$ cat config.mk
export PLATFORM = sky130hd
export DESIGN_NAME = cbd_loader
export DESIGN_NICKNAME = d
export VERILOG_FILES = /design/src/rtl/cbd_pkg.sv /design/src/rtl/cbd_fifo.sv /design/src/rtl/cbd_loader.sv /design/src/rtl/cbd_mem.sv
export SDC_FILE = /design/constraint.sdc
export NUM_CORES = 1
export LEC_CHECK = 0
export BUFFER_PORTS_ARGS = -buffer_cell sky130_fd_sc_hd__buf_2
export CAP_MARGIN = 10
export CORE_MARGIN = 8
export CORE_UTILIZATION = 58
export DETAILED_ROUTE_END_ITERATION = 16
export PLACE_DENSITY = 0.84
export SLEW_MARGIN = 15
export SYNTH_ARGS = -nofsm -noshare
export SYNTH_HDL_FRONTEND = slang
export SYNTH_SLANG_ARGS = --single-unit
$ cat constraint.sdc
create_clock -name clk_sys -period 4.6 [get_ports clk_sys]
set_input_delay 0.46 -clock clk_sys [delete_from_list [all_inputs] [get_ports clk_sys]]
set_output_delay 0.46 -clock clk_sys [all_outputs]
set_load 0.1 [all_outputs]
$ cat src/rtl/cbd_pkg.sv
package cbd_pkg;

  // byte width of the configuration stream
  localparam int unsigned DATA_W     = 8;
  localparam int unsigned FIFO_DEPTH = 16;
  localparam int unsigned ADDR_W     = 24;

  // scheme_select codes
  localparam logic [3:0] SEL_PAR           = 4'h0;
  localparam logic [3:0] SEL_APAR          = 4'h1;
  localparam logic [3:0] SEL_PSER          = 4'h2;
  localparam logic [3:0] SEL_RSU_PAR       = 4'h4;
  localparam logic [3:0] SEL_RSU_APAR      = 4'h5;
  localparam logic [3:0] SEL_RSU_PSER      = 4'h6;
  localparam logic [3:0] SEL_ASER_FAST     = 4'h8;
  localparam logic [3:0] SEL_RSU_ASER_FAST = 4'h9;
  localparam logic [3:0] SEL_PAR_DEC       = 4'hB;
  localparam logic [3:0] SEL_RSU_PAR_DEC   = 4'hC;
  localparam logic [3:0] SEL_ASER          = 4'hD;
  localparam logic [3:0] SEL_RSU_ASER      = 4'hE;

  // stream format
  localparam logic [7:0] COMP_MARK    = 8'hC5;
  localparam int unsigned CTRL_RUN_BIT = 7;
  localparam logic [6:0] CNT_ZERO     = 7'h00;
  localparam logic [7:0] FILL_BYTE    = 8'h00;

  // index of the last config_clock edge of a word, in parallel decompression and in serial mode
  localparam logic [1:0] PAR_DEC_EDGES_M1 = 2'h3;
  localparam logic [2:0] SERIAL_LAST_BIT  = 3'h7;

  typedef enum logic [2:0] {
    CBD_ST_FIRST = 3'b000,
    CBD_ST_PASS  = 3'b001,
    CBD_ST_CTRL  = 3'b010,
    CBD_ST_RUN   = 3'b011,
    CBD_ST_LIT   = 3'b100
  } cbd_state_type;

endpackage

$ cat src/rtl/cbd_fifo.sv
`timescale 1ns/1ps
module cbd_fifo #(
  parameter int unsigned WIDTH = 8,
  parameter int unsigned DEPTH = 16
) (
  // clock and reset
  input  wire logic             clk_sys,
  input  wire logic             reset,
  // fill side
  input  wire logic             in_valid,
  output logic                  in_ready,
  input  wire logic [WIDTH-1:0] in_data,
  // drain side
  output logic                  out_valid,
  input  wire logic             out_ready,
  output logic      [WIDTH-1:0] out_data
);

  localparam int unsigned AW = $clog2(DEPTH);

  generate
    if (DEPTH < 2 || (1 << AW) != DEPTH) begin : g_bad_depth
      $error("fifo depth must be a power of two of at least 2");
    end
  endgenerate

  logic [AW-1:0] wptr_reg, wptr_next, rptr_reg, rptr_next;
  logic [AW:0]   count_reg, count_next;
  logic          ovalid_reg, ovalid_next;
  logic          push, fetch;

  always_comb begin
    // full at DEPTH words; a 4-bit cast of DEPTH would wrap to zero
    in_ready    = (count_reg != (AW+1)'(DEPTH));
    push        = in_valid && in_ready;
    // fetch into the output register when it is free or being drained
    fetch       = (count_reg != '0) && (!ovalid_reg || out_ready);
    wptr_next   = push ? wptr_reg + AW'(1) : wptr_reg;
    rptr_next   = fetch ? rptr_reg + AW'(1) : rptr_reg;
    count_next  = count_reg + (AW+1)'(push) - (AW+1)'(fetch);
    ovalid_next = fetch ? 1'b1 : (out_ready ? 1'b0 : ovalid_reg);
  end

  always_ff @(posedge clk_sys or posedge reset) begin
    if (reset) begin
      wptr_reg   <= '0;
      rptr_reg   <= '0;
      count_reg  <= '0;
      ovalid_reg <= 1'b0;
    end else begin
      wptr_reg   <= wptr_next;
      rptr_reg   <= rptr_next;
      count_reg  <= count_next;
      ovalid_reg <= ovalid_next;
    end
  end

  assign out_valid = ovalid_reg;

  cbd_mem #(.WIDTH(WIDTH), .DEPTH(DEPTH)) u_mem (
    .clk_sys (clk_sys),
    .wr_en   (push),
    .wr_addr (wptr_reg),
    .wr_data (in_data),
    .rd_en   (fetch),
    .rd_addr (rptr_reg),
    .rd_data (out_data)
  );
endmodule // cbd_fifo

$ cat src/rtl/cbd_loader.sv
`timescale 1ns/1ps
module cbd_loader (
  // clock and reset
  input  wire logic                       clk_sys,
  input  wire logic                       reset,
  // scheme and session
  input  wire logic [3:0]                 scheme_select,
  input  wire logic                       jtag_config,
  input  wire logic                       config_enable,
  input  wire logic                       local_update_req,
  // configuration link from host
  input  wire logic                       config_clock,
  input  wire logic [cbd_pkg::DATA_W-1:0] config_data,
  input  wire logic                       config_serial,
  output logic                            data_ready,
  // configuration memory write port
  output logic                            cfg_wr_valid,
  input  wire logic                       cfg_wr_ready,
  output logic [cbd_pkg::ADDR_W-1:0]      cfg_wr_addr,
  output logic [cbd_pkg::DATA_W-1:0]      cfg_wr_data,
  // status
  output logic                            compressed_detected,
  output logic                            decomp_enabled,
  output logic                            local_update_mode,
  output logic                            overflow_error
);

  localparam int unsigned DW = cbd_pkg::DATA_W;
  localparam int unsigned AW = cbd_pkg::ADDR_W;

  function automatic logic is_par_dec(input logic [3:0] sel);
    return sel == cbd_pkg::SEL_PAR_DEC || sel == cbd_pkg::SEL_RSU_PAR_DEC;
  endfunction

  function automatic logic is_aser(input logic [3:0] sel);
    return sel == cbd_pkg::SEL_ASER || sel == cbd_pkg::SEL_ASER_FAST ||
           sel == cbd_pkg::SEL_RSU_ASER || sel == cbd_pkg::SEL_RSU_ASER_FAST;
  endfunction

  function automatic logic is_pser(input logic [3:0] sel);
    return sel == cbd_pkg::SEL_PSER || sel == cbd_pkg::SEL_RSU_PSER;
  endfunction

  function automatic logic is_rsu(input logic [3:0] sel);
    return sel == cbd_pkg::SEL_RSU_PAR || sel == cbd_pkg::SEL_RSU_APAR ||
           sel == cbd_pkg::SEL_RSU_PSER || sel == cbd_pkg::SEL_RSU_PAR_DEC ||
           sel == cbd_pkg::SEL_RSU_ASER || sel == cbd_pkg::SEL_RSU_ASER_FAST;
  endfunction

  // session and link sampling
  logic [3:0]      scheme_reg, scheme_next;
  logic            jtag_reg, jtag_next;
  logic            local_reg, local_next;
  logic            enable_prev_reg;
  logic            cclk_prev_reg;
  logic [1:0]      edge_cnt_reg, edge_cnt_next;
  logic [DW-1:0]   shift_reg, shift_next;
  logic [2:0]      bit_cnt_reg, bit_cnt_next;
  logic            ovf_reg, ovf_next;
  logic            start, cclk_rise, serial_mode, allow_decomp;
  logic            take, fifo_in_valid, fifo_in_ready;
  logic [DW-1:0]   fifo_in_data;

  always_comb begin
    start        = config_enable && !enable_prev_reg;
    cclk_rise    = config_enable && config_clock && !cclk_prev_reg;
    scheme_next  = start ? scheme_select : scheme_reg;
    jtag_next    = start ? jtag_config : jtag_reg;
    // local update only exists for the non-active-serial schemes
    local_next   = start ? (is_rsu(scheme_select) && !is_aser(scheme_select)
                            && local_update_req) : local_reg;
    serial_mode  = is_aser(scheme_reg) || is_pser(scheme_reg);
    // parallel plain mode is fed already expanded by the memory device
    allow_decomp = !jtag_reg &&
                   (serial_mode || is_par_dec(scheme_reg));
    edge_cnt_next = edge_cnt_reg;
    shift_next    = shift_reg;
    bit_cnt_next  = bit_cnt_reg;
    take          = 1'b0;
    fifo_in_data  = config_data;
    if (start) begin
      edge_cnt_next = '0;
      bit_cnt_next  = '0;
    end else if (cclk_rise) begin
      if (serial_mode) begin
        // lsb first, one bit per edge; the word is taken on the eighth edge
        shift_next   = {config_serial, shift_reg[DW-1:1]};
        bit_cnt_next = bit_cnt_reg + 3'h1;
        take         = (bit_cnt_reg == cbd_pkg::SERIAL_LAST_BIT);
        fifo_in_data = {config_serial, shift_reg[DW-1:1]};
      end else if (is_par_dec(scheme_reg)) begin
        // one word per four edges; data is held by the host meanwhile
        take          = (edge_cnt_reg == 2'h0);
        edge_cnt_next = (edge_cnt_reg == cbd_pkg::PAR_DEC_EDGES_M1) ?
                        2'h0 : edge_cnt_reg + 2'h1;
      end else begin
        take = 1'b1;
      end
    end
    fifo_in_valid = take;
    // a word that finds the fifo full is lost; the host watches data_ready
    ovf_next = start ? 1'b0 : (ovf_reg || (take && !fifo_in_ready));
  end

  always_ff @(posedge clk_sys or posedge reset) begin
    if (reset) begin
      scheme_reg      <= cbd_pkg::SEL_PAR;
      jtag_reg        <= 1'b0;
      local_reg       <= 1'b0;
      enable_prev_reg <= 1'b0;
      cclk_prev_reg   <= 1'b0;
      edge_cnt_reg    <= '0;
      shift_reg       <= '0;
      bit_cnt_reg     <= '0;
      ovf_reg         <= 1'b0;
    end else begin
      scheme_reg      <= scheme_next;
      jtag_reg        <= jtag_next;
      local_reg       <= local_next;
      enable_prev_reg <= config_enable;
      cclk_prev_reg   <= config_clock;
      edge_cnt_reg    <= edge_cnt_next;
      shift_reg       <= shift_next;
      bit_cnt_reg     <= bit_cnt_next;
      ovf_reg         <= ovf_next;
    end
  end

  // buffer
  logic          fifo_out_valid, fifo_out_ready;
  logic [DW-1:0] fifo_out_data;

  cbd_fifo #(.WIDTH(DW), .DEPTH(cbd_pkg::FIFO_DEPTH)) u_fifo (
    .clk_sys   (clk_sys),
    .reset     (reset),
    .in_valid  (fifo_in_valid),
    .in_ready  (fifo_in_ready),
    .in_data   (fifo_in_data),
    .out_valid (fifo_out_valid),
    .out_ready (fifo_out_ready),
    .out_data  (fifo_out_data)
  );

  // expander
  cbd_pkg::cbd_state_type state_reg, state_next;
  logic [6:0]    cnt_reg, cnt_next;
  logic          comp_reg, comp_next;
  logic          wvalid_reg, wvalid_next;
  logic [DW-1:0] wdata_reg, wdata_next;
  logic [AW-1:0] waddr_reg, waddr_next, addr_cnt_reg, addr_cnt_next;
  logic          can_emit, emit;
  logic [DW-1:0] emit_data;

  always_comb begin
    can_emit       = !wvalid_reg || cfg_wr_ready;
    state_next     = state_reg;
    cnt_next       = cnt_reg;
    comp_next      = comp_reg;
    fifo_out_ready = 1'b0;
    emit           = 1'b0;
    emit_data      = fifo_out_data;
    case (state_reg)
      cbd_pkg::CBD_ST_FIRST: begin
        if (fifo_out_valid) begin
          if (allow_decomp && fifo_out_data == cbd_pkg::COMP_MARK) begin
            fifo_out_ready = 1'b1;
            comp_next      = 1'b1;
            state_next     = cbd_pkg::CBD_ST_CTRL;
          end else if (can_emit) begin
            fifo_out_ready = 1'b1;
            emit           = 1'b1;
            state_next     = cbd_pkg::CBD_ST_PASS;
          end
        end
      end
      cbd_pkg::CBD_ST_PASS: begin
        fifo_out_ready = fifo_out_valid && can_emit;
        emit           = fifo_out_valid && can_emit;
      end
      cbd_pkg::CBD_ST_CTRL: begin
        fifo_out_ready = fifo_out_valid;
        if (fifo_out_valid) begin
          cnt_next   = fifo_out_data[6:0];
          state_next = fifo_out_data[cbd_pkg::CTRL_RUN_BIT] ?
                       cbd_pkg::CBD_ST_RUN : cbd_pkg::CBD_ST_LIT;
        end
      end
      cbd_pkg::CBD_ST_RUN: begin
        // runs need no input, so the fifo is not read and fills from the link meanwhile
        emit      = can_emit;
        emit_data = cbd_pkg::FILL_BYTE;
        if (can_emit) begin
          cnt_next   = cnt_reg - 7'h01;
          state_next = (cnt_reg == cbd_pkg::CNT_ZERO) ?
                       cbd_pkg::CBD_ST_CTRL : cbd_pkg::CBD_ST_RUN;
        end
      end
      cbd_pkg::CBD_ST_LIT: begin
        fifo_out_ready = fifo_out_valid && can_emit;
        emit           = fifo_out_valid && can_emit;
        if (emit) begin
          cnt_next   = cnt_reg - 7'h01;
          state_next = (cnt_reg == cbd_pkg::CNT_ZERO) ?
                       cbd_pkg::CBD_ST_CTRL : cbd_pkg::CBD_ST_LIT;
        end
      end
      default: begin
        state_next = cbd_pkg::CBD_ST_FIRST;
      end
    endcase
    wvalid_next   = emit ? 1'b1 : (cfg_wr_ready ? 1'b0 : wvalid_reg);
    wdata_next    = emit ? emit_data : wdata_reg;
    waddr_next    = emit ? addr_cnt_reg : waddr_reg;
    addr_cnt_next = emit ? addr_cnt_reg + AW'(1) : addr_cnt_reg;
    if (start) begin
      state_next    = cbd_pkg::CBD_ST_FIRST;
      comp_next     = 1'b0;
      addr_cnt_next = '0;
    end
  end

  always_ff @(posedge clk_sys or posedge reset) begin
    if (reset) begin
      state_reg    <= cbd_pkg::CBD_ST_FIRST;
      cnt_reg      <= '0;
      comp_reg     <= 1'b0;
      wvalid_reg   <= 1'b0;
      wdata_reg    <= '0;
      waddr_reg    <= '0;
      addr_cnt_reg <= '0;
    end else begin
      state_reg    <= state_next;
      cnt_reg      <= cnt_next;
      comp_reg     <= comp_next;
      wvalid_reg   <= wvalid_next;
      wdata_reg    <= wdata_next;
      waddr_reg    <= waddr_next;
      addr_cnt_reg <= addr_cnt_next;
    end
  end

  assign data_ready          = fifo_in_ready;
  assign cfg_wr_valid        = wvalid_reg;
  assign cfg_wr_data         = wdata_reg;
  assign cfg_wr_addr         = waddr_reg;
  assign compressed_detected = comp_reg;
  assign decomp_enabled      = allow_decomp;
  assign local_update_mode   = local_reg;
  assign overflow_error      = ovf_reg;
endmodule // cbd_loader

$ cat src/rtl/cbd_mem.sv
`timescale 1ns/1ps
module cbd_mem #(
  parameter int unsigned WIDTH = 8,
  parameter int unsigned DEPTH = 16
) (
  // clock
  input  wire logic                     clk_sys,
  // write side
  input  wire logic                     wr_en,
  input  wire logic [$clog2(DEPTH)-1:0] wr_addr,
  input  wire logic [WIDTH-1:0]         wr_data,
  // read side, data registered
  input  wire logic                     rd_en,
  input  wire logic [$clog2(DEPTH)-1:0] rd_addr,
  output logic      [WIDTH-1:0]         rd_data
);

  logic [WIDTH-1:0] store_reg [DEPTH];

  // no reset: storage content is only read after being written
  always_ff @(posedge clk_sys) begin
    if (wr_en) begin
      store_reg[wr_addr] <= wr_data;
    end
    if (rd_en) begin
      rd_data <= store_reg[rd_addr];
    end
  end

endmodule // cbd_mem

## Yosys cells after proc, flatten, opt, wreduce, memory -nomap -nowiden

Memory sizes are Yosys's and may differ from the RTL's. A register that Yosys moved wholly into a read port is not among the register bits.
Index checks and enable logic that the tools add are counted.

- Bits in registers: 104
- Memories: 1
- Bits in writable memories: 128
- Word-level logic and storage cells: 172
- Output and inout port bits: 38
- Input bits: 20

- Muxes and demuxes: 51
- $add $sub $neg: 8
- Reductions and logical operators: 57
- Bitwise logic cells: 1
- Eq/ne operators: 34

Memories:

| memory | depth | width | rd ports | clocked after Yosys merged registers in | write ports | line | source |
|---|---|---|---|---|---|---|---|
| u_fifo.u_mem.store_reg | 16 | 8 | 1 | 1 | 1 | cbd_mem.sv:18 | `logic [WIDTH-1:0] store_reg [DEPTH];` |

Operator list:

| cell | count |
|---|---|
| $mux 24 | 2 |
| $eq 4x4->1 const B | 11 |
| $mux 3 | 12 |
| $mux 8 | 4 |
| $add 24x1->24 const B | 1 |
| $mux 1 | 21 |
| $mux 7 | 3 |
| $pmux 7 s3 | 1 |
| $logic_or 1x1->1 | 18 |
| $reduce_bool 2->1 | 9 |
| $eq 4x3->1 const B | 4 |
| $pmux 3 s5 | 1 |
| $logic_and 1x1->1 | 11 |
| $mux 2 | 5 |
| $reduce_and 3->1 | 3 |
| $add 4x1->4 const B | 2 |
| $eq 8x8->1 const B | 1 |
| $ne 2x2->1 const B | 4 |
| $logic_not 1->1 | 7 |
| $logic_not 7->1 | 1 |
| $sub 7x1->7 const B | 1 |
| $eq 3x2->1 const B | 2 |
| $eq 3x3->1 const B | 2 |
| $ne 3x2->1 const B | 2 |
| 21 further kinds | 23 |

## Longest topological paths before layout

- Depth in word-level cells: 14
- Depth in mapped cells: 14
- Gate-level depth less buffers: 14

## Cells and area by module

A second synthesis with hierarchy kept.

- Cell total of the unflattened synthesis: 743
- Area total of the unflattened synthesis: 10607.7 um^2

By module, submodules not included:

| module | sequential area each (um^2) | cells an instance | area each (um^2) | instances |
|---|---|---|---|---|
| cbd_mem | 4083.9 | 229 | 5227.5 | 1 |
| cbd_loader | 2227.1 | 452 | 4638.2 | 1 |
| cbd_fifo | 350.3 | 62 | 742.0 | 1 |

## Least setup slack after synthesis

OpenSTA, ideal clock, no wires.

- Path type: register to register
- From: reg wvalid_reg, in the netlist cfg_wr_valid
- To: reg u_fifo.count_reg[4]
- Setup time: 0.125 ns
- Period minus slack after synthesis: 3.371 ns
- Path slack: 1.229 ns
- Path buffers: 0
- Arrival time: 3.246 ns
- Data required time: 4.475 ns
- Stages on the path, launching flop included: 14
- Cell sequence: dfrtp_1 -> nand2b_1 -> a221oi_1 -> a21oi_1 -> ha_1 -> inv_1 -> ha_1 -> inv_1 -> fa_1 -> inv_1 -> a21oi_1 -> nor2_1 -> nor2_1 -> xnor2_1

- Cells in the longest elaborated chain, start to end: 9
- Elaborated cells between the ends (all ways): 10
- Those cells by class: 1 x add/sub; 4 x mux; 5 x reduce/logical

RTL lines:

| what | line | source |
|---|---|---|
| start: declaration | cbd_loader.sv:148 | `logic wvalid_reg, wvalid_next;` |
| start signal: assignment | cbd_loader.sv:235 | `wvalid_reg <= wvalid_next;` |
| $logic_not 1->1 * | cbd_loader.sv:155 | `can_emit = !wvalid_reg \|\| cfg_wr_ready;` |
| $logic_or 1x1->1 * | cbd_loader.sv:155 |  |
| $mux 1 | cbd_loader.sv:169 | `end else if (can_emit) begin` |
| $mux 1 | cbd_loader.sv:165 | `if (allow_decomp && fifo_out_data == cbd_pkg::COMP_MARK) begin` |
| $mux 1 | cbd_loader.sv:164 | `if (fifo_out_valid) begin` |
| $pmux 1 s3 * | cbd_loader.sv:162 | `case (state_reg)` |
| $logic_or 1x1->1 * | cbd_fifo.sv:37 | `fetch = (count_reg != '0) && (!ovalid_reg \|\| out_ready);` |
| $logic_and 1x1->1 * | cbd_fifo.sv:37 |  |
| net u_fifo.fetch | cbd_fifo.sv:30 | `logic push, fetch;` |
| $sub 5x1->5 * | cbd_fifo.sv:40 | `count_next = count_reg + (AW+1)'(push) - (AW+1)'(fetch);` |
| net u_fifo.count_next[4] | cbd_fifo.sv:28 | `logic [AW:0] count_reg, count_next;` |
| end signal: assignment | cbd_fifo.sv:53 | `count_reg <= count_next;` |
| end: declaration | cbd_fifo.sv:28 |  |

The timed path passes the listed nets; every way through them passes the cells marked *.
A chain may end at the register's enable or synchronous reset.

## Final worst setup path

- From: reg u_fifo.u_mem.rd_data[3] (read register of u_fifo.u_mem.store_reg)
- To: reg u_fifo.count_reg[4]

- Cells in the longest elaborated chain, start to end: 8

RTL lines:

| what | line | source |
|---|---|---|
| start: declaration | cbd_mem.sv:15 | `output logic [WIDTH-1:0] rd_data` |
| $eq 8x8->1 | cbd_loader.sv:165 |  |
| $logic_and 1x1->1 | cbd_loader.sv:165 |  |
| $mux 1 | cbd_loader.sv:165 |  |
| $mux 1 | cbd_loader.sv:164 |  |
| $pmux 1 s3 | cbd_loader.sv:162 |  |
| $logic_or 1x1->1 | cbd_fifo.sv:37 |  |
| $logic_and 1x1->1 | cbd_fifo.sv:37 |  |
| net u_fifo.fetch | cbd_fifo.sv:30 |  |
| $sub 5x1->5 | cbd_fifo.sv:40 |  |
| net u_fifo.count_next[4] | cbd_fifo.sv:28 |  |

The timed path passes the listed nets, and every way through them passes these cells.

==> impl_metrics.toml <==
[outcome]
status = "complete, no violations"

[power]
p_seq_share_pct = 40.1
p_clk_share_pct = 29.8
p_total_uw = 6970
power_leakage_uw = 0.00479
swShare_pct = 35.5
p_per_area_nw_per_um2 = 594
combPwrFrac_pct = 30.1
internal_power_uw = 4500
p_sw_uw = 2470
ir_worst_vdd_v = 0.000714

[finish]
area_growth_pct = 12.6
n_antenna_cell = 0
final_common_cell = "edfxtp_1"
final_cell_mix = "edfxtp_1 (136), nand2_1 (115), dfrtp_1 (102), buf_2 (57), nor2_1 (39)"
fin_util_pct = 66.0
num-fill-cells = 1211
largest_reg_flops = 128
multi_input_area_um2 = 3480
nets = 884
seq_area_um2 = 6660
drive_gt1_share_pct = 19.5

[drt]
drt_iter0_drc = 517
via_count = 6562
drc = 0
routed_wl_mm = 21.2
routed_via_density = 6.01
drtPass1Iterations = 5
wl_per_cell_um = 19.4
ant_nets = 0

[critical_path]
r2r_slack_ns = 1.06
worstPathRequired_ns = 5.01
path_class = "flip-flop to flip-flop"
rr_startpoint = "u_fifo.u_mem.rd_data[3]"
cp-start-kind = "flip-flop"
r2r-end = "u_fifo.count_reg[4]"
cp.arrival_ns = 3.95
rr_worst_depth = 15
critPathMaxFanout = 13
end_kind = "flip-flop"

[global_route]
grt_antenna_before_repair = 0
grt_pass1_wl_mm = 33.6
grt_max_degree = 79
grt_use_total_pct = 19.0
grt-ovfl-total = 0
grt_pass1_vias = 6598

[timing]
fmax_mhz = 282
setup_tns_ns = 0
fin_crit_sh_pct = 77.0
maxSlewHeadroom_pct = 29.1
hold_viol = 0
max_slew.worst_pin.slew_ns = 1.06
setup_viol = 0
grt_setup_unrepaired = "false"
hold_slack_ns = 0.0524
timing.final.crit_period_ns = 3.54
skew_ns = 0.0192
final_max_slew_viol_count = 0
setup_ws_ns = 1.06

[clocking]
htree_levels = 1
cts_buffers = 25
post_cts_buffers = 0
clk_path_buf_depth = 3
clkTransAtPathRegs_ns = 0.06
cts_root_buffer = "clkbuf_16"
holdBufCountCts = 0
tritoncts = "done"
clock_latency_ns = 0.54
ctsResizeCount = 0
cts.sinks = 239

[hold_path]
hold_path_class = "input port to flip-flop"
min_delay_worst_endpoint = "cclk_prev_reg"
min_path_cells = 1
min-delay-start = "config_clock"

[placement]
place_ws_ns = 1.28
port-buffer-count = 57
dp_hpwl_mm = 13.8
place_congestion = 0.893

[synthesis]
netlist-cell-type-count = 63
seq_area_frac_synth_pct = 64.0
synth_top_area_share_pct = 39.2
syn-num-nets = 833
synth_edf_count = 136
ys_ff_latch = 239
async_reset_ff_share_pct = 43.1
yosys_warnings = 0
netlist_area_um2 = 10400
synth_ff_type = "edfxtp_1"
yosysTopAreaCell = "edfxtp_1"
synthCells = 794
avgSynthCellArea_um2 = 13.1
netlist_top_cells_area = "edfxtp_1 (39%), dfrtp_1 (25%), mux4_2 (5.2%)"

[floorplanning]
die-area_um2 = 22500
initial_utilization_pct = 58.6
die_w_um = 150
ios = 58
std_cell_rows = 49
coreArea_um2 = 17800
die_height_um = 150

[run]
cap_violations = 0
-- metal layers --
| metal | wire length [um] | vias to the layer above | track usage [%] |
|---|---|---|---|
| met3 | 1400 | 48 | 2.69 |
| li1 | - | 3019 | - |
| met1 | 8290 | 3247 | 23.1 |
| met5 | 0 | - | 0 |
| met2 | 10900 | 248 | 33.5 |
| met4 | 638 | 0 | 7.55 |
-- synth_stat cells, types with 2 or more instances --
| cell | instances |
|---|---|
| edfxtp_1 | 136 |
| nand2_1 | 115 |
| dfrtp_1 | 103 |
| nor2_1 | 40 |
| o21ai_0 | 38 |
| a21oi_1 | 29 |
| inv_1 | 28 |
| mux4_2 | 24 |
| mux2_2 | 23 |
| nand3_1 | 21 |
| clkbuf_1 | 20 |
| nor2b_1 | 19 |
| ha_1 | 18 |
| nand2b_1 | 14 |
| mux2i_1 | 11 |
| buf_2 | 10 |
| nor3_1 | 9 |
| or3_1 | 9 |
| nand4_1 | 8 |
| xnor2_1 | 8 |
| a211oi_1 | 7 |
| a21o_1 | 7 |
| a311oi_1 | 7 |
| xor2_1 | 7 |
| a221o_1 | 6 |
| a22o_1 | 6 |
| or4_1 | 6 |
| o2111ai_1 | 5 |
| o31ai_1 | 5 |
| and3_1 | 4 |
| buf_1 | 4 |
| nor3b_1 | 4 |
| a211o_1 | 3 |
| and2_1 | 3 |
| buf_6 | 3 |
| o211ai_1 | 3 |
| a31oi_1 | 2 |
| and2b_1 | 2 |
| o22ai_1 | 2 |
| o32ai_1 | 2 |
-- critical path: stages, from the launching register on --
cell and delay [ns]:
edfxtp_1 0.41, nand4bb_1 0.21, nor4_1 0.70, o2111ai_1 0.32, a21oi_1 0.22, buf_4 0.22
ha_1 0.25, inv_1 0.06, ha_1 0.17, inv_1 0.07, fa_1 0.40, inv_1 0.08
a21oi_1 0.07, nor2_1 0.09, nor2_1 0.05, xnor2_1 0.11
-- final cells by class --
type / count / share of cell area (%)
Sequential cell: 239 / 56.8
Clock inverter: 15 / 1.46
Multi-Input combinational cell: 488 / 29.6
Timing Repair Buffer: 63 / 2.82
Tap cell: 229 / 2.44
Clock buffer: 30 / 5.92
Inverter: 28 / 0.917
-- power by group through the flow --
| stage | Clock [uW] | Combinational [uW] | Sequential [uW] |
|---|---|---|---|
| CTS | 2100 | 2100 | 2790 |
| finish | 2070 | 2100 | 2800 |
| global route | 2170 | 2270 | 2830 |
| global placement | 0 | 2030 | 2810 |
| detailed placement | 0 | 2070 | 2820 |
| floorplan | 0 | 1370 | 3060 |
-- how the worst max path moves through the flow --
stage / startpoint / end / slack, ns / cells after the start
after floorplan: cfg_wr_valid / u_fifo.count_reg[4] / 1.23 / 13
final: u_fifo.u_mem.rd_data[3] / u_fifo.count_reg[4] / 1.06 / 15
after global routing: u_fifo.u_mem.rd_data[3] / u_fifo.count_reg[4] / 0.79 / 15
after detailed placement: u_fifo.u_mem.rd_data[3] / u_fifo.count_reg[4] / 1.28 / 15
after global placement: u_fifo.u_mem.rd_data[3] / u_fifo.count_reg[4] / 1.43 / 15
after CTS: u_fifo.u_mem.rd_data[3] / u_fifo.count_reg[4] / 1.05 / 15
-- logic make-up (layout without fill, tap and decap cells) --
family                   Yosys count  in the layout  share of synthesized area, %
AND/OR/NAND/NOR                  265            265                          12.3
flip-flops                       239            239                          64.0
AO/OA/AOI/OAI                    130            130                          8.45
buffers and inverters             67            136                          2.85
multiplexers                      58             58                          8.73
adder cells (fa/ha/maj)           20             20                          2.45
XOR/XNOR                          15             15                          1.26
-- stage by stage --
stage / instance area, um^2 / instances
6_report: 11700 / 1092
3_5_place_dp: 10900 / 1047
4_1_cts: 11700 / 1092
5_1_grt: 11700 / 1092
2_1_floorplan: 10400 / 794
3_3_place_gp: 10900 / 1047
Power figures use the tool's default switching activity.
